File: config.mk
export PLATFORM = sky130hd
export DESIGN_NAME = ifw_ctrl
export DESIGN_NICKNAME = d
export VERILOG_FILES = /design/src/inc/ifw_pkg.sv /design/src/verilog/ifw_ctrl.sv
export VERILOG_INCLUDE_DIRS = /design/src /design/src/inc
export SDC_FILE = /design/constraint.sdc
export NUM_CORES = 1
export LEC_CHECK = 0
export ABC_AREA = 1
export BUFFER_PORTS_ARGS = -buffer_cell sky130_fd_sc_hd__buf_2
export CAP_MARGIN = 20
export CORE_AREA = 2 2 106 108
export CTS_CLUSTER_DIAMETER = 150
export DETAILED_ROUTE_END_ITERATION = 7
export DIE_AREA = 0 0 108 110
export GPL_TIMING_DRIVEN = 0
export MAX_ROUTING_LAYER = met4
export PLACE_DENSITY_LB_ADDON = 0.1
export SLEW_MARGIN = 5
export SYNTH_ARGS = -nofsm -noshare
export SYNTH_HDL_FRONTEND = slang
export SYNTH_SLANG_ARGS = --single-unit
File: constraint.sdc
create_clock -name clk -period 3.1 [get_ports clk]
set_input_delay 0.155 -clock clk [delete_from_list [all_inputs] [get_ports clk]]
set_output_delay 0.155 -clock clk [all_outputs]
set_load 0.1 [all_outputs]
File: src/inc/ifw_defs.svh
/*
  register offsets, field positions, reset values and sizes for the
  interrupt flag and wakeup control block.
  assumes an 8-bit register port with byte offsets.
*/
`ifndef IFW_DEFS_SVH
`define IFW_DEFS_SVH

`define IFW_ADDR_W        8
`define IFW_OFS_EDGE_SEL  8'h00_F2
`define IFW_OFS_IEN_ONE   8'h00_F3
`define IFW_OFS_IEN_TWO   8'h00_F4
`define IFW_OFS_IRR_ONE   8'h00_F6
`define IFW_OFS_IRR_TWO   8'h00_F7
`define IFW_OFS_WKUP_FLG  8'h00_F9
`define IFW_OFS_CKSTP_ONE 8'h00_FA
`define IFW_OFS_CKSTP_TWO 8'h00_FB

`define IFW_RST_ZERO      8'h00_00
`define IFW_RST_CKSTP     8'h00_FF

// one request register: bit 7 timer a, 6 serial 1, 5 wakeup, 4..0 ext
`define IFW_BIT_TIMER_A   7
`define IFW_BIT_SERIAL1   6
`define IFW_BIT_WAKEUP    5
`define IFW_BIT_EXT4      4
// writable-to-clear masks
`define IFW_CLR_MASK_ONE  8'h00_DF
`define IFW_CLR_MASK_TWO  8'h00_DE
// request register two: bit 7 direct transition
`define IFW_BIT_DIRECT    7
`define IFW_BIT_EDGE4     4
`define IFW_BIT_CK_SERIAL_CHANNEL_ONE   6
`define IFW_BIT_CK_WDT    2

`endif

File: src/inc/ifw_pkg.sv
/*
  types shared by the interrupt flag and wakeup control block.
  assumes nothing beyond the defs header.
*/
package ifw_pkg;
  typedef logic [7:0] ifw_byte_t;
endpackage

File: src/verilog/ifw_ctrl.sv
/*
  interrupt enables, request flags, wakeup flags, edge select and
  module standby controls of a small controller.
  assumes pins arrive asynchronous, peripheral events are one-cycle
  pulses on clk, and the cpu uses the plain strobe register port.
*/
// Implementation choice: strobed register access.
// Behaviour
// RULE1 - external irq four and the conversion trigger detect falling edges when edge select is 0 and rising edges when it is 1.
// RULE2 - enable register one holds eight read/write bits cleared by reset: timer a, serial 1, wakeup, ext 4..0.
// RULE3 - the direct transition enable blocks direct transition requests at 0 and passes them at 1.
// RULE4 - the timer a request flag sets when the timer a counter overflows from all ones to zero.
// RULE5 - software clears the timer a flag by writing 0 while it reads 1.
// RULE6 - request register one bits 7, 6 and 4..0 take only 0 writes, which clear; 1 writes do nothing.
// RULE7 - request register two bits 7, 6 and 4..1 take only 0 writes, which clear; 1 writes do nothing.
// RULE8 - wakeup flag n sets on either edge of wakeup pin n when that pin is configured as wakeup input.
// RULE9 - all eight wakeup flags clear by 0 writes only and are 0 after reset.
// RULE10 - serial channel one is in module standby while its clock stop bit is 0.
// RULE11 - the watchdog unit is in module standby while its clock stop bit is 0.
// RULE12 - a source requests the cpu only while its flag and its enable are both 1.
`timescale 1ns/1ps
`include "ifw_defs.svh"

module ifw_ctrl
  import ifw_pkg::*;
(
  // clock and reset
  input  wire logic                   clk,
  input  wire logic                   rst_b,
  // register port
  input  wire logic [`IFW_ADDR_W-1:0] reg_addr,
  input  wire logic [7:0]             reg_wdata,
  input  wire logic                   reg_wr,
  input  wire logic                   reg_rd,
  output logic      [7:0]             reg_rdata,
  // asynchronous pins
  input  wire logic [4:0]             ext_irq_pin,
  input  wire logic                   conversion_trigger_pin,
  input  wire logic [7:0]             wakeup_pin_n,
  input  wire logic [7:0]             wakeup_pin_sel,
  // on-chip event pulses
  input  wire logic                   timer_a_overflow,
  input  wire logic                   serial1_event,
  input  wire logic [7:0]             irr_two_event,
  // outputs
  output logic                        conv_trigger_det,
  output logic      [7:0]             irq_one_req,
  output logic      [7:0]             irq_two_req,
  output logic                        irq_out,
  output logic                        serial_channel_one_stby,
  output logic                        watchdog_unit_stby
);

  ifw_byte_t edge_sel_r, ien_one_r, ien_two_r;
  ifw_byte_t irr_one_r, irr_one_nxt, irr_two_r, irr_two_nxt;
  ifw_byte_t wkup_r, wkup_nxt, ckstp_one_r, ckstp_two_r;
  ifw_byte_t rdata_r;
  logic [4:0] ext_s1_r, ext_s2_r, ext_d_r;
  logic       adt_s1_r, adt_s2_r, adt_d_r;
  logic [7:0] wk_s1_r, wk_s2_r, wk_d_r;

  // pin synchronisers plus one delay stage for edge detection
  always_ff @(posedge clk or negedge rst_b) begin
    if (!rst_b) begin
      ext_s1_r <= 5'h1F;
      ext_s2_r <= 5'h1F;
      ext_d_r  <= 5'h1F;
      adt_s1_r <= 1'b1;
      adt_s2_r <= 1'b1;
      adt_d_r  <= 1'b1;
      wk_s1_r  <= 8'h00_00;
      wk_s2_r  <= 8'h00_00;
      wk_d_r   <= 8'h00_00;
    end else begin
      ext_s1_r <= ext_irq_pin;
      ext_s2_r <= ext_s1_r;
      ext_d_r  <= ext_s2_r;
      adt_s1_r <= conversion_trigger_pin;
      adt_s2_r <= adt_s1_r;
      adt_d_r  <= adt_s2_r;
      wk_s1_r  <= wakeup_pin_n;
      wk_s2_r  <= wk_s1_r;
      wk_d_r   <= wk_s2_r;
    end
  end

  // address decode
  wire sel_edge  = reg_addr == `IFW_OFS_EDGE_SEL;
  wire sel_ien1  = reg_addr == `IFW_OFS_IEN_ONE;
  wire sel_ien2  = reg_addr == `IFW_OFS_IEN_TWO;
  wire sel_request_flags_one  = reg_addr == `IFW_OFS_IRR_ONE;
  wire sel_request_flags_two  = reg_addr == `IFW_OFS_IRR_TWO;
  wire sel_wkup  = reg_addr == `IFW_OFS_WKUP_FLG;
  wire sel_ck1   = reg_addr == `IFW_OFS_CKSTP_ONE;
  wire sel_ck2   = reg_addr == `IFW_OFS_CKSTP_TWO;

  // edge events; irq 3..0 take falling edges, irq four selectable
  wire rise4 = edge_sel_r[`IFW_BIT_EDGE4];
  wire [4:0] ext_fall = ext_d_r & ~ext_s2_r;
  wire [4:0] ext_rise = ~ext_d_r & ext_s2_r;
  wire ext4_ev = rise4 ? ext_rise[4] : ext_fall[4]; // see RULE1
  wire adt_ev  = rise4 ? (~adt_d_r & adt_s2_r)
                       : (adt_d_r & ~adt_s2_r); // see RULE1
  wire [7:0] wk_ev = (wk_d_r ^ wk_s2_r) & wakeup_pin_sel; // see RULE8

  // set terms, one per bit of request register one
  wire [7:0] request_flags_one_set = {timer_a_overflow, serial1_event, |wkup_r,
                         ext4_ev, ext_fall[3:0]};

  // clear by 0 write on writable bits; set wins over clear
  wire [7:0] clr1 = (reg_wr && sel_request_flags_one) ?
                    (~reg_wdata & `IFW_CLR_MASK_ONE) : 8'h00_00;
  wire [7:0] clr2 = (reg_wr && sel_request_flags_two) ?
                    (~reg_wdata & `IFW_CLR_MASK_TWO) : 8'h00_00;
  wire [7:0] clrw = (reg_wr && sel_wkup) ? ~reg_wdata : 8'h00_00;

  // bit 5 mirrors the wakeup flags, so it is not a stored flag
  assign irr_one_nxt = ((irr_one_r & ~clr1) | request_flags_one_set)
                       & `IFW_CLR_MASK_ONE; // see RULE4, RULE5, RULE6
  assign irr_two_nxt = ((irr_two_r & ~clr2) | irr_two_event)
                       & `IFW_CLR_MASK_TWO; // see RULE7
  assign wkup_nxt    = (wkup_r & ~clrw) | wk_ev; // see RULE8, RULE9

  wire ifw_byte_t irr_one_view = irr_one_r |
                   ({7'h00, |wkup_r} << `IFW_BIT_WAKEUP);

  // read mux
  wire ifw_byte_t rd_mux =
      sel_edge ? edge_sel_r   :
      sel_ien1 ? ien_one_r    :
      sel_ien2 ? ien_two_r    :
      sel_request_flags_one ? irr_one_view :
      sel_request_flags_two ? irr_two_r    :
      sel_wkup ? wkup_r       :
      sel_ck1  ? ckstp_one_r  :
      sel_ck2  ? ckstp_two_r  : 8'h00_00;

  always_ff @(posedge clk or negedge rst_b) begin
    if (!rst_b) begin
      edge_sel_r  <= `IFW_RST_ZERO;
      ien_one_r   <= `IFW_RST_ZERO;
      ien_two_r   <= `IFW_RST_ZERO;
      ckstp_one_r <= `IFW_RST_CKSTP;
      ckstp_two_r <= `IFW_RST_CKSTP;
    end else if (reg_wr) begin
      if (sel_edge) edge_sel_r  <= reg_wdata; // see RULE1
      if (sel_ien1) ien_one_r   <= reg_wdata; // see RULE2
      if (sel_ien2) ien_two_r   <= reg_wdata; // see RULE3
      if (sel_ck1)  ckstp_one_r <= reg_wdata; // see RULE10
      if (sel_ck2)  ckstp_two_r <= reg_wdata; // see RULE11
    end
  end

  always_ff @(posedge clk or negedge rst_b) begin
    if (!rst_b) begin
      irr_one_r <= `IFW_RST_ZERO;
      irr_two_r <= `IFW_RST_ZERO;
      wkup_r    <= `IFW_RST_ZERO; // see RULE9
      rdata_r   <= `IFW_RST_ZERO;
    end else begin
      irr_one_r <= irr_one_nxt;
      irr_two_r <= irr_two_nxt;
      wkup_r    <= wkup_nxt;
      rdata_r   <= reg_rd ? rd_mux : `IFW_RST_ZERO;
    end
  end

  // outputs; only bits with both flag and enable go to the cpu
  assign reg_rdata   = rdata_r;
  assign irq_one_req = irr_one_view & ien_one_r; // see RULE12, RULE2
  assign irq_two_req = irr_two_r & ien_two_r; // see RULE3, RULE12
  assign irq_out     = |irq_one_req | |irq_two_req;
  assign conv_trigger_det = adt_ev; // see RULE1
  assign serial_channel_one_stby =
      ~ckstp_one_r[`IFW_BIT_CK_SERIAL_CHANNEL_ONE]; // see RULE10
  assign watchdog_unit_stby = ~ckstp_two_r[`IFW_BIT_CK_WDT]; // see RULE11

  // checks
  a_timer_set: assert property (@(posedge clk) disable iff (!rst_b)
    timer_a_overflow |=> irr_one_r[`IFW_BIT_TIMER_A]) // see RULE4
    else $error("timer a flag not set after overflow");
  a_timer_clear: assert property (@(posedge clk) disable iff (!rst_b)
    reg_wr && sel_request_flags_one && !reg_wdata[`IFW_BIT_TIMER_A]
      && !timer_a_overflow |=> !irr_one_r[`IFW_BIT_TIMER_A]) // see RULE5
    else $error("timer a flag not cleared by zero write");
  a_one_write_hold: assert property (@(posedge clk) disable iff (!rst_b)
    reg_wr && sel_request_flags_one && reg_wdata == 8'hFF
      |=> irr_one_r[4:0] == ($past(irr_one_r[4:0]) | $past(request_flags_one_set[4:0])))
    // see RULE6
    else $error("one write changed request flags");
  a_two_write_hold: assert property (@(posedge clk) disable iff (!rst_b)
    reg_wr && sel_request_flags_two && reg_wdata == 8'hFF && irr_two_event == 8'h00
      |=> irr_two_r == $past(irr_two_r)) // see RULE7
    else $error("one write changed request register two");
  a_wakeup_set: assert property (@(posedge clk) disable iff (!rst_b)
    (wk_d_r[0] != wk_s2_r[0]) && wakeup_pin_sel[0] |=> wkup_r[0])
    // see RULE8
    else $error("wakeup flag missed an edge");
  a_wakeup_clear: assert property (@(posedge clk) disable iff (!rst_b)
    reg_wr && sel_wkup && reg_wdata == 8'h00 && wk_ev == 8'h00
      |=> wkup_r == 8'h00) // see RULE9
    else $error("wakeup flags not cleared");
  a_sci_stby: assert property (@(posedge clk) disable iff (!rst_b)
    reg_wr && sel_ck1 |=> serial_channel_one_stby ==
      !$past(reg_wdata[`IFW_BIT_CK_SERIAL_CHANNEL_ONE])) // see RULE10
    else $error("serial standby wrong");
  a_wdt_stby: assert property (@(posedge clk) disable iff (!rst_b)
    reg_wr && sel_ck2 |=> watchdog_unit_stby ==
      !$past(reg_wdata[`IFW_BIT_CK_WDT])) // see RULE11
    else $error("watchdog standby wrong");
  a_direct_gate: assert property (@(posedge clk) disable iff (!rst_b)
    !ien_two_r[`IFW_BIT_DIRECT] |-> !irq_two_req[`IFW_BIT_DIRECT])
    // see RULE3
    else $error("direct request passed while disabled");
  a_irq_gate: assert property (@(posedge clk) disable iff (!rst_b)
    irq_out |-> ((irr_one_view & ien_one_r) != 8'h00)
      || ((irr_two_r & ien_two_r) != 8'h00)) // see RULE12
    else $error("interrupt without enabled flag");

  a_timer_hold: assert property ( // see RULE5
    @(posedge clk) disable iff (!rst_b)
    reg_wr && sel_request_flags_one && reg_wdata[7] && irr_one_r[7] |=> irr_one_r[7])
    else $error("timer a flag lost on a one write");

  a_serial_set: assert property ( // see RULE6
    @(posedge clk) disable iff (!rst_b)
    serial1_event |=> irr_one_r[`IFW_BIT_SERIAL1])
    else $error("serial flag not set after event");

  a_one_zero_clear: assert property ( // see RULE6
    @(posedge clk) disable iff (!rst_b)
    reg_wr && sel_request_flags_one && reg_wdata == 8'h00 && request_flags_one_set == 8'h00
      |=> irr_one_r == 8'h00)
    else $error("zero write left request flags set");

  a_two_zero_clear: assert property ( // see RULE7
    @(posedge clk) disable iff (!rst_b)
    reg_wr && sel_request_flags_two && reg_wdata == 8'h00 && irr_two_event == 8'h00
      |=> irr_two_r == 8'h00)
    else $error("zero write left register two flags set");

  a_two_fixed_bits: assert property ( // see RULE7
    @(posedge clk) disable iff (!rst_b)
    (irr_two_r & ~`IFW_CLR_MASK_TWO) == 8'h00)
    else $error("unused register two bit set");

  a_two_set: assert property ( // see RULE7
    @(posedge clk) disable iff (!rst_b)
    irr_two_event[`IFW_BIT_DIRECT] |=> irr_two_r[`IFW_BIT_DIRECT])
    else $error("direct flag not set after event");

  a_sci_hold: assert property ( // see RULE10
    @(posedge clk) disable iff (!rst_b)
    !(reg_wr && sel_ck1) |=> $stable(serial_channel_one_stby))
    else $error("serial standby moved without a write");

  a_wdt_hold: assert property ( // see RULE11
    @(posedge clk) disable iff (!rst_b)
    !(reg_wr && sel_ck2) |=> $stable(watchdog_unit_stby))
    else $error("watchdog standby moved without a write");

  a_direct_pass: assert property ( // see RULE3
    @(posedge clk) disable iff (!rst_b)
    ien_two_r[`IFW_BIT_DIRECT] && irr_two_r[`IFW_BIT_DIRECT]
      |-> irq_two_req[`IFW_BIT_DIRECT])
    else $error("direct request blocked while enabled");

  a_irq_all_off: assert property ( // see RULE12
    @(posedge clk) disable iff (!rst_b)
    ien_one_r == 8'h00 && ien_two_r == 8'h00 |-> !irq_out)
    else $error("interrupt with every enable clear");

  a_ien1_write: assert property ( // see RULE2
    @(posedge clk) disable iff (!rst_b)
    reg_wr && sel_ien1 |=> ien_one_r == $past(reg_wdata))
    else $error("enable one write lost");

  a_ien1_hold: assert property ( // see RULE2
    @(posedge clk) disable iff (!rst_b)
    !(reg_wr && sel_ien1) |=> $stable(ien_one_r))
    else $error("enable one changed without a write");

  a_ien2_write: assert property ( // see RULE3
    @(posedge clk) disable iff (!rst_b)
    reg_wr && sel_ien2 |=> ien_two_r == $past(reg_wdata))
    else $error("enable two write lost");

  a_edge_write: assert property ( // see RULE1
    @(posedge clk) disable iff (!rst_b)
    reg_wr && sel_edge |=> edge_sel_r == $past(reg_wdata))
    else $error("edge select write lost");

  a_fall_detect: assert property ( // see RULE1
    @(posedge clk) disable iff (!rst_b)
    !edge_sel_r[`IFW_BIT_EDGE4] && adt_d_r && !adt_s2_r
      |-> conv_trigger_det)
    else $error("falling trigger edge missed");

  a_rise_detect: assert property ( // see RULE1
    @(posedge clk) disable iff (!rst_b)
    edge_sel_r[`IFW_BIT_EDGE4] && !adt_d_r && adt_s2_r
      |-> conv_trigger_det)
    else $error("rising trigger edge missed");

  a_wrong_edge: assert property ( // see RULE1
    @(posedge clk) disable iff (!rst_b)
    !edge_sel_r[`IFW_BIT_EDGE4] && !adt_d_r && adt_s2_r
      |-> !conv_trigger_det)
    else $error("trigger fired on the wrong edge");

  a_ext4_flag: assert property ( // see RULE1
    @(posedge clk) disable iff (!rst_b)
    ext4_ev |=> irr_one_r[`IFW_BIT_EXT4])
    else $error("irq four flag not set after edge");

  a_ext0_flag: assert property ( // see RULE6
    @(posedge clk) disable iff (!rst_b)
    ext_fall[0] |=> irr_one_r[0])
    else $error("irq zero flag not set after edge");

  a_rdata_idle: assert property (
    @(posedge clk) disable iff (!rst_b)
    !reg_rd |=> reg_rdata == 8'h00)
    else $error("read data outside a read cycle");

  a_rdata_request_flags_one: assert property ( // see RULE6
    @(posedge clk) disable iff (!rst_b)
    reg_rd && sel_request_flags_one |=> reg_rdata == $past(irr_one_view))
    else $error("request one read data wrong");

  // per-bit wakeup flag checks
  for (genvar gi = 0; gi < 8; gi++) begin : g_wk_chk
    a_wk_set: assert property ( // see RULE8
      @(posedge clk) disable iff (!rst_b)
      wk_ev[gi] |=> wkup_r[gi])
      else $error("wakeup flag missed its edge");
    a_wk_no_spurious: assert property ( // see RULE8
      @(posedge clk) disable iff (!rst_b)
      !wkup_r[gi] && !wk_ev[gi] |=> !wkup_r[gi])
      else $error("wakeup flag set without an edge");
    a_wk_sticky: assert property ( // see RULE9
      @(posedge clk) disable iff (!rst_b)
      wkup_r[gi] && !(reg_wr && sel_wkup && !reg_wdata[gi])
        |=> wkup_r[gi])
      else $error("wakeup flag lost without a zero write");
    a_wk_clear: assert property ( // see RULE9
      @(posedge clk) disable iff (!rst_b)
      reg_wr && sel_wkup && !reg_wdata[gi] && !wk_ev[gi] |=> !wkup_r[gi])
      else $error("wakeup flag kept after a zero write");
  end

endmodule // ifw_ctrl

* Word-level counts from Yosys, hierarchy flattened
Cells that the tools add are included.
Operators by class: equality and inequality tests 8, muxes and demuxes 14, bitwise operators 26, reduce and logical (&&, ||, !) cells 11
Operators with widths (count):
- $mux W8 | 12
- $eq A8 B8 Y1 const B | 8
- $and A8 B8 Y8 | 6
- $not A8 Y8 | 4
- $or A8 B8 Y8 | 3
- $reduce_or A8 Y1 | 3
- $and A5 B5 Y5 | 2
- $not A5 Y5 | 2
- $reduce_and A2 Y1 | 5
- $or A8 B6 Y8 | 1
- $xor A8 B8 Y8 | 1
- $not A1 Y1 | 4
- $logic_and A1 B1 Y1 | 3
- $and A1 B1 Y1 | 2
- $mux W1 | 2
- $or A1 B1 Y1 | 1
Word-level totals: register bits 111, input bits 52, output and inout port bits 28, logic and storage cells 77

* Depth between registers and ports, before layout
Gate-level depths: netlist of run 1.
depth after elaboration 10, depth in mapped cells 11

* Least setup slack after synthesis of run 1
OpenSTA, ideal clock, no wires.
kind register to output, from reg wkup_r[0], to out irq_out, data arrival time 2625 ps, data required time 2945 ps, path slack 320 ps, stages on the path, launching flop included 7, buffers on the path 0, path through dfrtp_1 > nor2_1 > nand2_1 > nor2_1 > nor2_1 > nor3_1 > nand4_1
Between the ends: word-level cells in the longest chain between the ends 5
RTL lines:
- from (decl) | line ifw_ctrl.sv:56 | ifw_byte_t wkup_r, wkup_nxt, ckstp_one_r, ckstp_two_r;
- from (signal assigned) | line ifw_ctrl.sv:158 | wkup_r <= `IFW_RST_ZERO;
- from (signal assigned) | line ifw_ctrl.sv:163 | wkup_r <= wkup_nxt;
- $reduce_or A8 Y1 | line ifw_ctrl.sv:125 | ({7'h00, |wkup_r} << `IFW_BIT_WAKEUP);
- $or A8 B6 Y8 | line ifw_ctrl.sv:124 | wire ifw_byte_t irr_one_view = irr_one_r |
- $and A8 B8 Y8 | line ifw_ctrl.sv:170 | assign irq_one_req = irr_one_view & ien_one_r;
- net irq_one_req[5] | line ifw_ctrl.sv:47 | output logic [7:0] irq_one_req,
- $reduce_or A8 Y1 | line ifw_ctrl.sv:172 | assign irq_out = |irq_one_req | |irq_two_req;
- $or A1 B1 Y1 | line ifw_ctrl.sv:172
- to (decl) | line ifw_ctrl.sv:49 | output logic irq_out,
The timed path passes the listed nets, and every way through them passes these cells.

* Worst setup path after layout of run 1
from reg wkup_r[2], to out irq_out
Between the ends: word-level cells in the longest chain between the ends 5
RTL lines (line):
- $reduce_or A8 Y1 | ifw_ctrl.sv:125
- $or A8 B6 Y8 | ifw_ctrl.sv:124
- $and A8 B8 Y8 | ifw_ctrl.sv:170
- $reduce_or A8 Y1 | ifw_ctrl.sv:172
- $or A1 B1 Y1 | ifw_ctrl.sv:172
Every way passes these cells.

==> reports/metrics.csv, run 1 <==
stage,metric,value,unit
grt,grt_first_pass_wirelength,18900,um
sta,fmax,452,MHz
cts,post_cts_buffers,0,
grt,use_met3,2.88,%
sta,clock_skew,11.3,ps
place,place_ws,1280,ps
worst_hold_path,min_path_cells,3,
route,drtIter0Drc,165,
floorplan,ios,80,
synth,synth_async_sr_flop_share,100,%
status,outcome,completed,
floorplan,die_h,110,um
synth,yosys.area.top_type,dfrtp_1,
route,firstDrtPassIters,5,
cts,cts-root-buf,clkbuf_8,
cts,cts_tree,yes,
grt,grt_antenna_before_repair,0,
power_and_ir_drop,power_density,485,nW/um^2
power_and_ir_drop,leakage,2.93,nW
floorplan,row_count,38,
cts,insertion_delay,380,ps
critical_path,worstPathMaxFanout,3,
cts,path_clk_slew,100,ps
critical_path,path_cells,nor2_1 > nand2_1 > nor2_1 > nor2_1 > nor3_1 > nand4_1 > buf_2,
critical_path,cp_common_cell,nor2_1,
grt,grt_overflow,0,
synth,synth.distinct_cells,30,
final_layout,antenna_cells,0,
synth,syn_area_per_cell,9.32,sq um
cts,cts_buffers,9,
cts,ctsHtreeMaxLevel,3,
synth,synth_area,4770,sq um
critical_path,r2r-start,wkup_r[2]$_DFF_PN0_,
sta,setup_violations,0,
floorplan,core,10700,sq um
place,place_congestion,0.879,
grt,grt_util_met1,30.1,%
route,num_vias,3773,
sta,rsz0062_at_grt,false,
synth,synth_top_cells_by_count,"nand2_1 (138), dfrtp_1 (77), inv_1 (65)",
job,drv_cap,0,
synth,synth_edf_count,0,
route,drcViolationCount,0,
synth,synth_top_area_share,40.4,%
worst_hold_path,min_from,wakeup_pin_sel[0],
synth,ys_ff_latch,111,
critical_path,reg2reg_slack,1780,ps
critical_path,slowest_stage,dfrtp_1,
critical_path,crit_family,simple AND/OR/NAND/NOR gates,
sta,setup_ws,887,ps
route,avgViaCountPerCell,4.91,
synth,synth.most_common_cell,nand2_1,
sta,slew_headroom,66.5,%
sta,hold_viol,0,
floorplan,die_width,108,um
critical_path,rr_worst_depth,8,
synth,yosys-top-cells-area,"dfrtp_1 (40%), dfstp_2 (19%), nand2_1 (11%)",
floorplan,die_area,11900,sq um
worst_hold_path,hold_path_class,in -> reg,
power_and_ir_drop,ir_drop,0.000272,V
synth,ys_warn_count,0,
power_and_ir_drop,p_total,2.82,mW
critical_path,required,2940,ps
sta,slew_viol_final,0,
sta,min_period,2210,ps
final_layout,fin_nets,675,
cts,clockBufferDepth,2,
sta,worst_pin_slew,502,ps
final_layout,fin_util,54.3,%
worst_hold_path,whs_endpoint,wkup_r[0]$_DFF_PN0_,
grt,grt_pass1_vias,3587,
critical_path,cp_num_buf_inv,1,
synth,yosysSeqAreaShare,59.1,%
final_layout,nFillCells,1033,
grt,grt_usage,22.3,%
grt,grt_max_degree,61,
sta,setup-tns-final,0,ps
critical_path,cp-start-kind,register,
cts,clock_sinks,111,
cts,post_cts_resized,0,
critical_path,cp.arrival,2060,ps
route,ant_nets,0,
sta,post-route-period-util,71.4,%
final_layout,area.growth.synth_to_final,21.6,%
route,post_drt_wl_per_cell,15.7,um
synth,synth_ff_type,dfrtp_1,
critical_path,crit_type,reg -> out,
critical_path,critPathCaptureType,output pin,
route,wl,12000,um
final_layout,drive_above_1_share,28.3,%
critical_path,r2r-end,reg_rdata[5]$_DFF_PN0_,
place,io_buffer_count,73,
synth,synthCells,512,
grt,global_route.usage.met2,34.5,%
floorplan,start_util,44.6,%
place,hpwl,8840,um
critical_path,cpPeakStageDelay,430,ps
grt,top_usage_layer,met2,
[cell usage in the layout, fill, tap and decap left out]
cell type / n
clkinv_2: 1
clkinvlp_4: 3
o211ai_1: 1
conb_1: 2
nand3b_2: 1
nor3_4: 1
o21ai_2: 8
nor3_1: 1
nand2_4: 2
nor2_1: 15
o21ai_0: 46
nand3_2: 2
buf_2: 77
inv_8: 2
buf_4: 5
nor3_2: 1
inv_1: 65
dfstp_2: 34
nand3_1: 33
nor2_4: 3
buf_6: 4
o21bai_1: 5
clkbuf_8: 9
nand2_2: 5
nand2_1: 138
buf_16: 1
dlygate4sd3_1: 25
nand4_1: 14
nor4_1: 1
inv_2: 5
nor2_2: 2
or2_2: 8
o21ai_1: 27
bufinv_16: 1
dfrtp_1: 77
nor2_8: 1
nand4_4: 2
[registers in the layout, summed over array words and instances, names as in the netlist]
register and count:
irr_two_r 6, ext_s2_r 5, ext_s1_r 5, wk_s1_r 8, wk_s2_r 8, ien_two_r 8, ien_one_r 8, edge_sel_r 8
ext_d_r 5, adt_d_r 1, ckstp_two_r 8, wk_d_r 8, wkup_r 8, irr_one_r 7, ckstp_one_r 8, adt_s1_r 1
reg_rdata 8, adt_s2_r 1
[stage by stage]
stage                     cells  instance area (sq um)  hold slack, ps
after detailed placement    727                   5350             148
after CTS                   768                   5800            4.09
final                       768                   5800            18.0
after global placement      726                   5320             260
after floorplan             513                   4780            -141
after global routing        768                   5800            32.9
[layout make-up]
cell class	count	area, sq um	share of cell area [%]
Tap cell	140	175	3.02
Buffer	13	96.3	1.66
Sequential cell	111	2820	48.6
Inverter	70	263	4.53
Clock inverter	7	80.1	1.38
Timing Repair Buffer	99	649	11.2
Clock buffer	9	124	2.13
Multi-Input combinational cell	319	1600	27.5
[worst max path at each step]
stage                              startpoint                endpoint  slack [ps]  cells after the start
after CTS                 wkup_r[0]$_DFF_PN0_                 irq_out         850                      7
after floorplan           wkup_r[0]$_DFF_PN0_                 irq_out         320                      6
after detailed placement  wkup_r[2]$_DFF_PN0_                 irq_out        1280                      7
after global routing      wkup_r[2]$_DFF_PN0_                 irq_out         740                      7
after global placement                  rst_b  irr_one_r[2]$_DFF_PN0_         590                      1
final                     wkup_r[2]$_DFF_PN0_                 irq_out         890                      7
[metal layers]
metal  vias up  share of wire [%]  wire, um
li1       1858                  -         -
met1      1762                 46      5490
met2       134                 46      5570
met3        19                6.1       731
met4         0                1.9       231
met5         -                  0         0
[repair_timing]
item / 4_1_cts / 5_1_grt
hold endpoints to repair: 62 / 0
endpoints found under the setup margin: 0 / 0
hold buffers: 25 / 0
[logic make-up (layout without fill, tap and decap cells)]
group	count (synthesis)	after routing	synth area share (%)
AOI/OAI and AO/OA	87	87	10.1
other	1	2	0.0786
buffers and inverters	83	198	7.52
and+or+nand+nor	230	230	23.2
DFF	111	111	59.1
[worst min-delay path: cells and delay by family]
kind / cells / cell delay, ps
buf+inv: 1 / 80
simple gates: 2 / 120
[power breakdown]
group / internal (mW) / leakage [nW] / switching [mW] / total (mW)
clock: 0.384 / 0.0953 / 0.516 / 0.900
combinational: 0.0994 / 1.58 / 0.270 / 0.370
sequential: 1.52 / 1.26 / 0.0284 / 1.55
total: 2.00 / 2.93 / 0.815 / 2.82
Note: power is estimated with default switching activity, not from simulation.
==> run 2, diff against run 1 <==
==> constraint.sdc (replaced) <==
create_clock -name clk -period 2.27 [get_ports clk]
set_input_delay 0.1135 -clock clk [delete_from_list [all_inputs] [get_ports clk]]
set_output_delay 0.1135 -clock clk [all_outputs]
set_load 0.1 [all_outputs]
==> run 2 against run 1 <==
Clock power grew 47%. Clock skew grew 0.98 ps. Flip-flop and latch count is the same. Cell count grew 0.91%. Critical path type unchanged. Critical endpoint unchanged.
==> reports/metrics.csv, run 2 (same netlist as run 1, synthesis figures left out) <==
stage,metric,value,unit
place,placed_cell_area,5350,sq um
cts,post_cts_buffers,0,
final_layout,antenna_cells,0,
sta,min_period,2140,ps
cts,path_clk_slew,110,ps
power_and_ir_drop,leakage,2.97,nW
final_layout,mostFrequentLayoutCell,nand2_1,
route,ant_nets,0,
floorplan,start_util,44.6,%
grt,grt_max_degree,85,
cts,post_cts_resized,0,
grt,grt_pass1_vias,3668,
route,wl_met1,5890,um
critical_path,cp_common_cell,nor2_1,
floorplan,die_width,108,um
route,highest_layer,met4,
sta,setup-tns-final,0,ps
route,drcViolationCount,0,
critical_path,critPathCaptureType,output pin,
worst_hold_path,hold_path_class,in -> reg,
route,num_vias,3761,
sta,setup_violations,0,
sta,post-route-period-util,94.3,%
sta,clock_skew,12.3,ps
place,hpwl,8920,um
route,drtIter0Drc,231,
grt,grt_first_pass_wirelength,19200,um
critical_path,r2r-end,wkup_r[5]$_DFF_PN0_,
cts,insertion_delay,380,ps
grt,grt_antenna_before_repair,0,
route,firstDrtPassIters,4,
critical_path,crit_path_end,irq_out,
critical_path,rr_worst_depth,4,
sta,hold_viol,0,
cts,postCtsHoldBufs,32,
route,route.met3.wl,570,um
final_layout,fin_nets,682,
critical_path,cp.arrival,2030,ps
power_and_ir_drop,power_density,670,nW/um^2
sta,fmax,467,MHz
route,wl,12300,um
sta,slew_viol_final,0,
floorplan,die_h,110,um
critical_path,startpoint,wkup_r[6]$_DFF_PN0_,
cts,clock_sinks,111,
final_layout,layout_common_cells,"nand2_1 (138), buf_2 (77), dfrtp_1 (77)",
critical_path,crit_family,simple AND/OR/NAND/NOR gates,
critical_path,reg2reg_slack,810,ps
route,met2_length,5560,um
power_and_ir_drop,ir_drop,0.000496,V
place,place_congestion,0.858,
floorplan,ios,80,
critical_path,cp-start-kind,register,
critical_path,crit_cells,7,
floorplan,core,10700,sq um
floorplan,die_area,11900,sq um
cts,cts_buffers,9,
final_layout,drive_above_1_share,27.9,%
route,post_drt_wl_per_cell,15.9,um
critical_path,cp_num_buf_inv,1,
floorplan,row_count,38,
sta,rsz0062_at_grt,false,
cts,ctsHtreeMaxLevel,3,
status,outcome,completed,
grt,grt_usage,22.8,%
cts,cts_tree,yes,
critical_path,r2r-start,wk_s2_r[5]$_DFF_PN0_,
critical_path,crit_type,reg -> out,
final_layout,post-route-cell-area,5890,sq um
critical_path,slowest_stage,dfrtp_1,
critical_path,cpPeakStageDelay,420,ps
place,io_buffer_count,73,
cts,cts-root-buf,clkbuf_8,
final_layout,area.growth.synth_to_final,23.5,%
route,avgViaCountPerCell,4.85,
worst_hold_path,min_from,reg_wdata[0],
critical_path,required,2160,ps
grt,grt_overflow,0,
job,drv_cap,0,
critical_path,worstPathMaxFanout,3,
cts,clockBufferDepth,2,
critical_path,path_cells,nor2_1 > nand2_1 > nor2_1 > nor2_2 > nor3_1 > nand4_1 > buf_2,
[run 2: layout make-up]
class	instances	area, sq um
buffer	13	96.3
clock buffer	10	128
clock inverter	6	91.3
fill	1012	4810
inverter	70	263
multi-input combinational	319	1600
sequential	111	2820
tap	140	175
timing repair buffer	106	719
[run 2: how the worst min path moves through the flow]
stage	to	slack [ps]	cells after the start
after floorplan	edge_sel_r[0]$_DFFE_PN0P_	-180	0
after global placement	ext_s1_r[4]$_DFF_PN1_	220	1
after detailed placement	irr_two_r[6]$_DFF_PN0_	10	1
after CTS	irr_one_r[0]$_DFF_PN0_	10	3
after global routing	irr_one_r[0]$_DFF_PN0_	20	3
final	irr_one_r[0]$_DFF_PN0_	30	3
[run 2: through the flow]
stage | total power [mW] | setup WS (ps) | util (%) | hold WS [ps] | cells
after floorplan | 2.45 | 35.6 | - | -182 | 513
after global placement | 2.61 | -219 | 49.7 | 218 | 726
after detailed placement | 2.63 | 576 | 50.0 | 10.1 | 727
after CTS | 4.00 | 139 | 55.1 | 12.0 | 775
after global routing | 4.12 | 32.6 | 55.1 | 24.9 | 775
final | 3.95 | 130 | 55.1 | 25.6 | 775
[run 2: where the power goes]
group          leakage (nW)  internal, mW  switching (mW)
clock network         0.106         0.631           0.689
logic                  1.60         0.143           0.371
registers              1.26          2.07          0.0397
[run 2: worst register-to-register path: stages (launching register included)]
cell and delay [ps]:
dfrtp_1 400, or2_2 290, nand3_1 60, nand2_1 50
dlygate4sd3_1 550
[run 2: layer usage]
metal | vias to the layer above | GRT usage (%)
li1 | 1873 | -
met3 | 19 | 3.06
met5 | - | -
met2 | 101 | 34.2
met4 | 0 | 8.33
met1 | 1768 | 31.9
==> run 3, diff against run 2 <==
--- a/config.mk
+++ b/config.mk
@@ -9,10 +9,12 @@
 export ABC_AREA = 1
 export BUFFER_PORTS_ARGS = -buffer_cell sky130_fd_sc_hd__buf_2
 export CAP_MARGIN = 20
-export CORE_AREA = 2 2 106 108
+export CELL_PAD_IN_SITES_DETAIL_PLACEMENT = 0
+export CELL_PAD_IN_SITES_GLOBAL_PLACEMENT = 1
+export CORE_AREA = 2 2 110 112
 export CTS_CLUSTER_DIAMETER = 150
 export DETAILED_ROUTE_END_ITERATION = 7
-export DIE_AREA = 0 0 108 110
+export DIE_AREA = 0 0 112 114
 export GPL_TIMING_DRIVEN = 0
 export MAX_ROUTING_LAYER = met4
 export PLACE_DENSITY_LB_ADDON = 0.1
==> run 3 against run 2 <==
Clock-buffer cell count unchanged. Register-to-register slack improved by 130 ps. Sequential power about the same. Total power increased by 5.7%. Cell count increased by 0.52%. First-iteration DRC count increased by 15%. Flip-flop and latch count unchanged.
==> reports/metrics.csv, run 3 (same netlist as run 1, synthesis figures left out) <==
stage,metric,value,unit
final_layout,area.growth.synth_to_final,24.6,%
final_layout,antenna_cells,0,
grt,grt_first_pass_wirelength,19900,um
power_and_ir_drop,leakage,3.00,nW
critical_path,rr_worst_depth,8,
sta,hold_slack,10.2,ps
cts,post_cts_resized,0,
sta,hold_viol,0,
power_and_ir_drop,power_density,702,nW/um^2
route,avgViaCountPerCell,4.86,
grt,grt_max_degree,70,
cts,insertion_delay,350,ps
power_and_ir_drop,pwr-share-comb,12.2,%
floorplan,die_h,114,um
sta,post-route-period-util,86.6,%
sta,rsz0062_at_grt,false,
sta,setup_ws,304,ps
cts,cts_buffers,9,
place,place_ws,632,ps
status,outcome,completed,
floorplan,row_count,40,
cts,post_cts_buffers,0,
sta,setup_violations,0,
sta,slew_viol_final,0,
place,place_congestion,0.880,
grt,grt_pass1_vias,3707,
grt,grt_usage,21.4,%
sta,fmax,509,MHz
floorplan,die_width,112,um
route,drcViolationCount,0,
route,post_drt_wl_per_cell,15.9,um
route,drtIter0Drc,265,
power_and_ir_drop,p_sw,1.18,mW
critical_path,worstPathMaxFanout,3,
place,io_buffer_count,73,
floorplan,core,11700,sq um
cts,ctsHtreeMaxLevel,3,
cts,clock_sinks,111,
power_and_ir_drop,ir_drop,0.000674,V
power_and_ir_drop,power.share.clock,37.2,%
grt,grt_overflow,0,
final_layout,mostFrequentLayoutCell,nand2_1,
critical_path,critPathCaptureType,output pin,
power_and_ir_drop,p_int,2.99,mW
floorplan,start_util,40.7,%
route,num_vias,3786,
route,wl,12400,um
sta,clock_skew,5.94,ps
cts,path_clk_slew,80,ps
worst_hold_path,hold_path_class,in -> reg,
critical_path,cp-start-kind,register,
place,hpwl,8930,um
sta,setup-tns-final,0,ps
final_layout,layout_common_cells,"nand2_1 (138), buf_2 (77), dfrtp_1 (77)",
cts,clockBufferDepth,2,
cts,cts_tree,yes,
final_layout,fin_nets,679,
cts,cts-root-buf,clkbuf_16,
final_layout,drive_above_1_share,28.2,%
floorplan,die_area,12800,sq um
power_and_ir_drop,pwr-share-seq,50.6,%
critical_path,cp.arrival,1850,ps
worst_hold_path,min_path_cells,3,
critical_path,crit_type,reg -> out,
job,drv_cap,0,
power_and_ir_drop,power.share.switching,28.3,%
route,firstDrtPassIters,5,
floorplan,ios,80,
grt,grt_antenna_before_repair,0,
cts,postCtsHoldBufs,29,
sta,min_period,1970,ps
critical_path,required,2160,ps
route,ant_nets,0,
-- run 3: critical path, cell delays in order, from the launching register on --
cell     delay (ps)
dfrtp_1         410
nor2_1          130
nand2_1          60
nor2_1          250
nor2_2           90
nor3_1          150
nand4_1          90
buf_2           310
-- run 3: area by class of cell --
cell class	instances	area [sq um]
fillers	1127	5770
flip-flops and latches	111	2820
multi-input cells	319	1600
repair buffers	103	689
inverters	70	263
clock buffers	10	229
well taps	147	184
plain buffers	13	96.3
clock inverters	6	65.1
-- run 3: power groups by stage --
stage	combinational, mW	clock [mW]	sequential [mW]
floorplan	0.307	0	2.15
global placement	0.463	0	2.15
detailed placement	0.476	0	2.15
CTS	0.514	1.61	2.11
global route	0.549	1.70	2.12
finish	0.509	1.55	2.11
-- run 3: final timing paths --
kind | start | to | slack, ps
max | wkup_r[4]$_DFF_PN0_ | irq_out | 300
min | wakeup_pin_sel[7] | wkup_r[7]$_DFF_PN0_ | 10
max reg2reg | wkup_r[4]$_DFF_PN0_ | reg_rdata[5]$_DFF_PN0_ | 940
min reg2reg | wk_s1_r[5]$_DFF_PN0_ | wk_s2_r[5]$_DFF_PN0_ | 350
max in group asynchronous | rst_b | ext_s2_r[1]$_DFF_PN1_ | 1310
min in group asynchronous | rst_b | edge_sel_r[7]$_DFFE_PN0P_ | 260
-- run 3: layer usage --
layer | vias up | part of all wire (%) | GRT usage, %
met2 | 81 | 48 | 33.8
met4 | 0 | 1.4 | 5.69
met3 | 12 | 4.4 | 5.84
met5 | - | 0 | -
met1 | 1828 | 46 | 27.7
li1 | 1865 | - | -
-- run 3: through the flow --
stage	utilization, %	area (sq um)	instances	power [mW]
floorplan	-	4780	513	2.45
global placement	45.5	5330	733	2.61
detailed placement	45.8	5360	734	2.62
CTS	50.8	5950	779	4.24
global route	50.8	5950	779	4.37
finish	50.8	5950	779	4.17
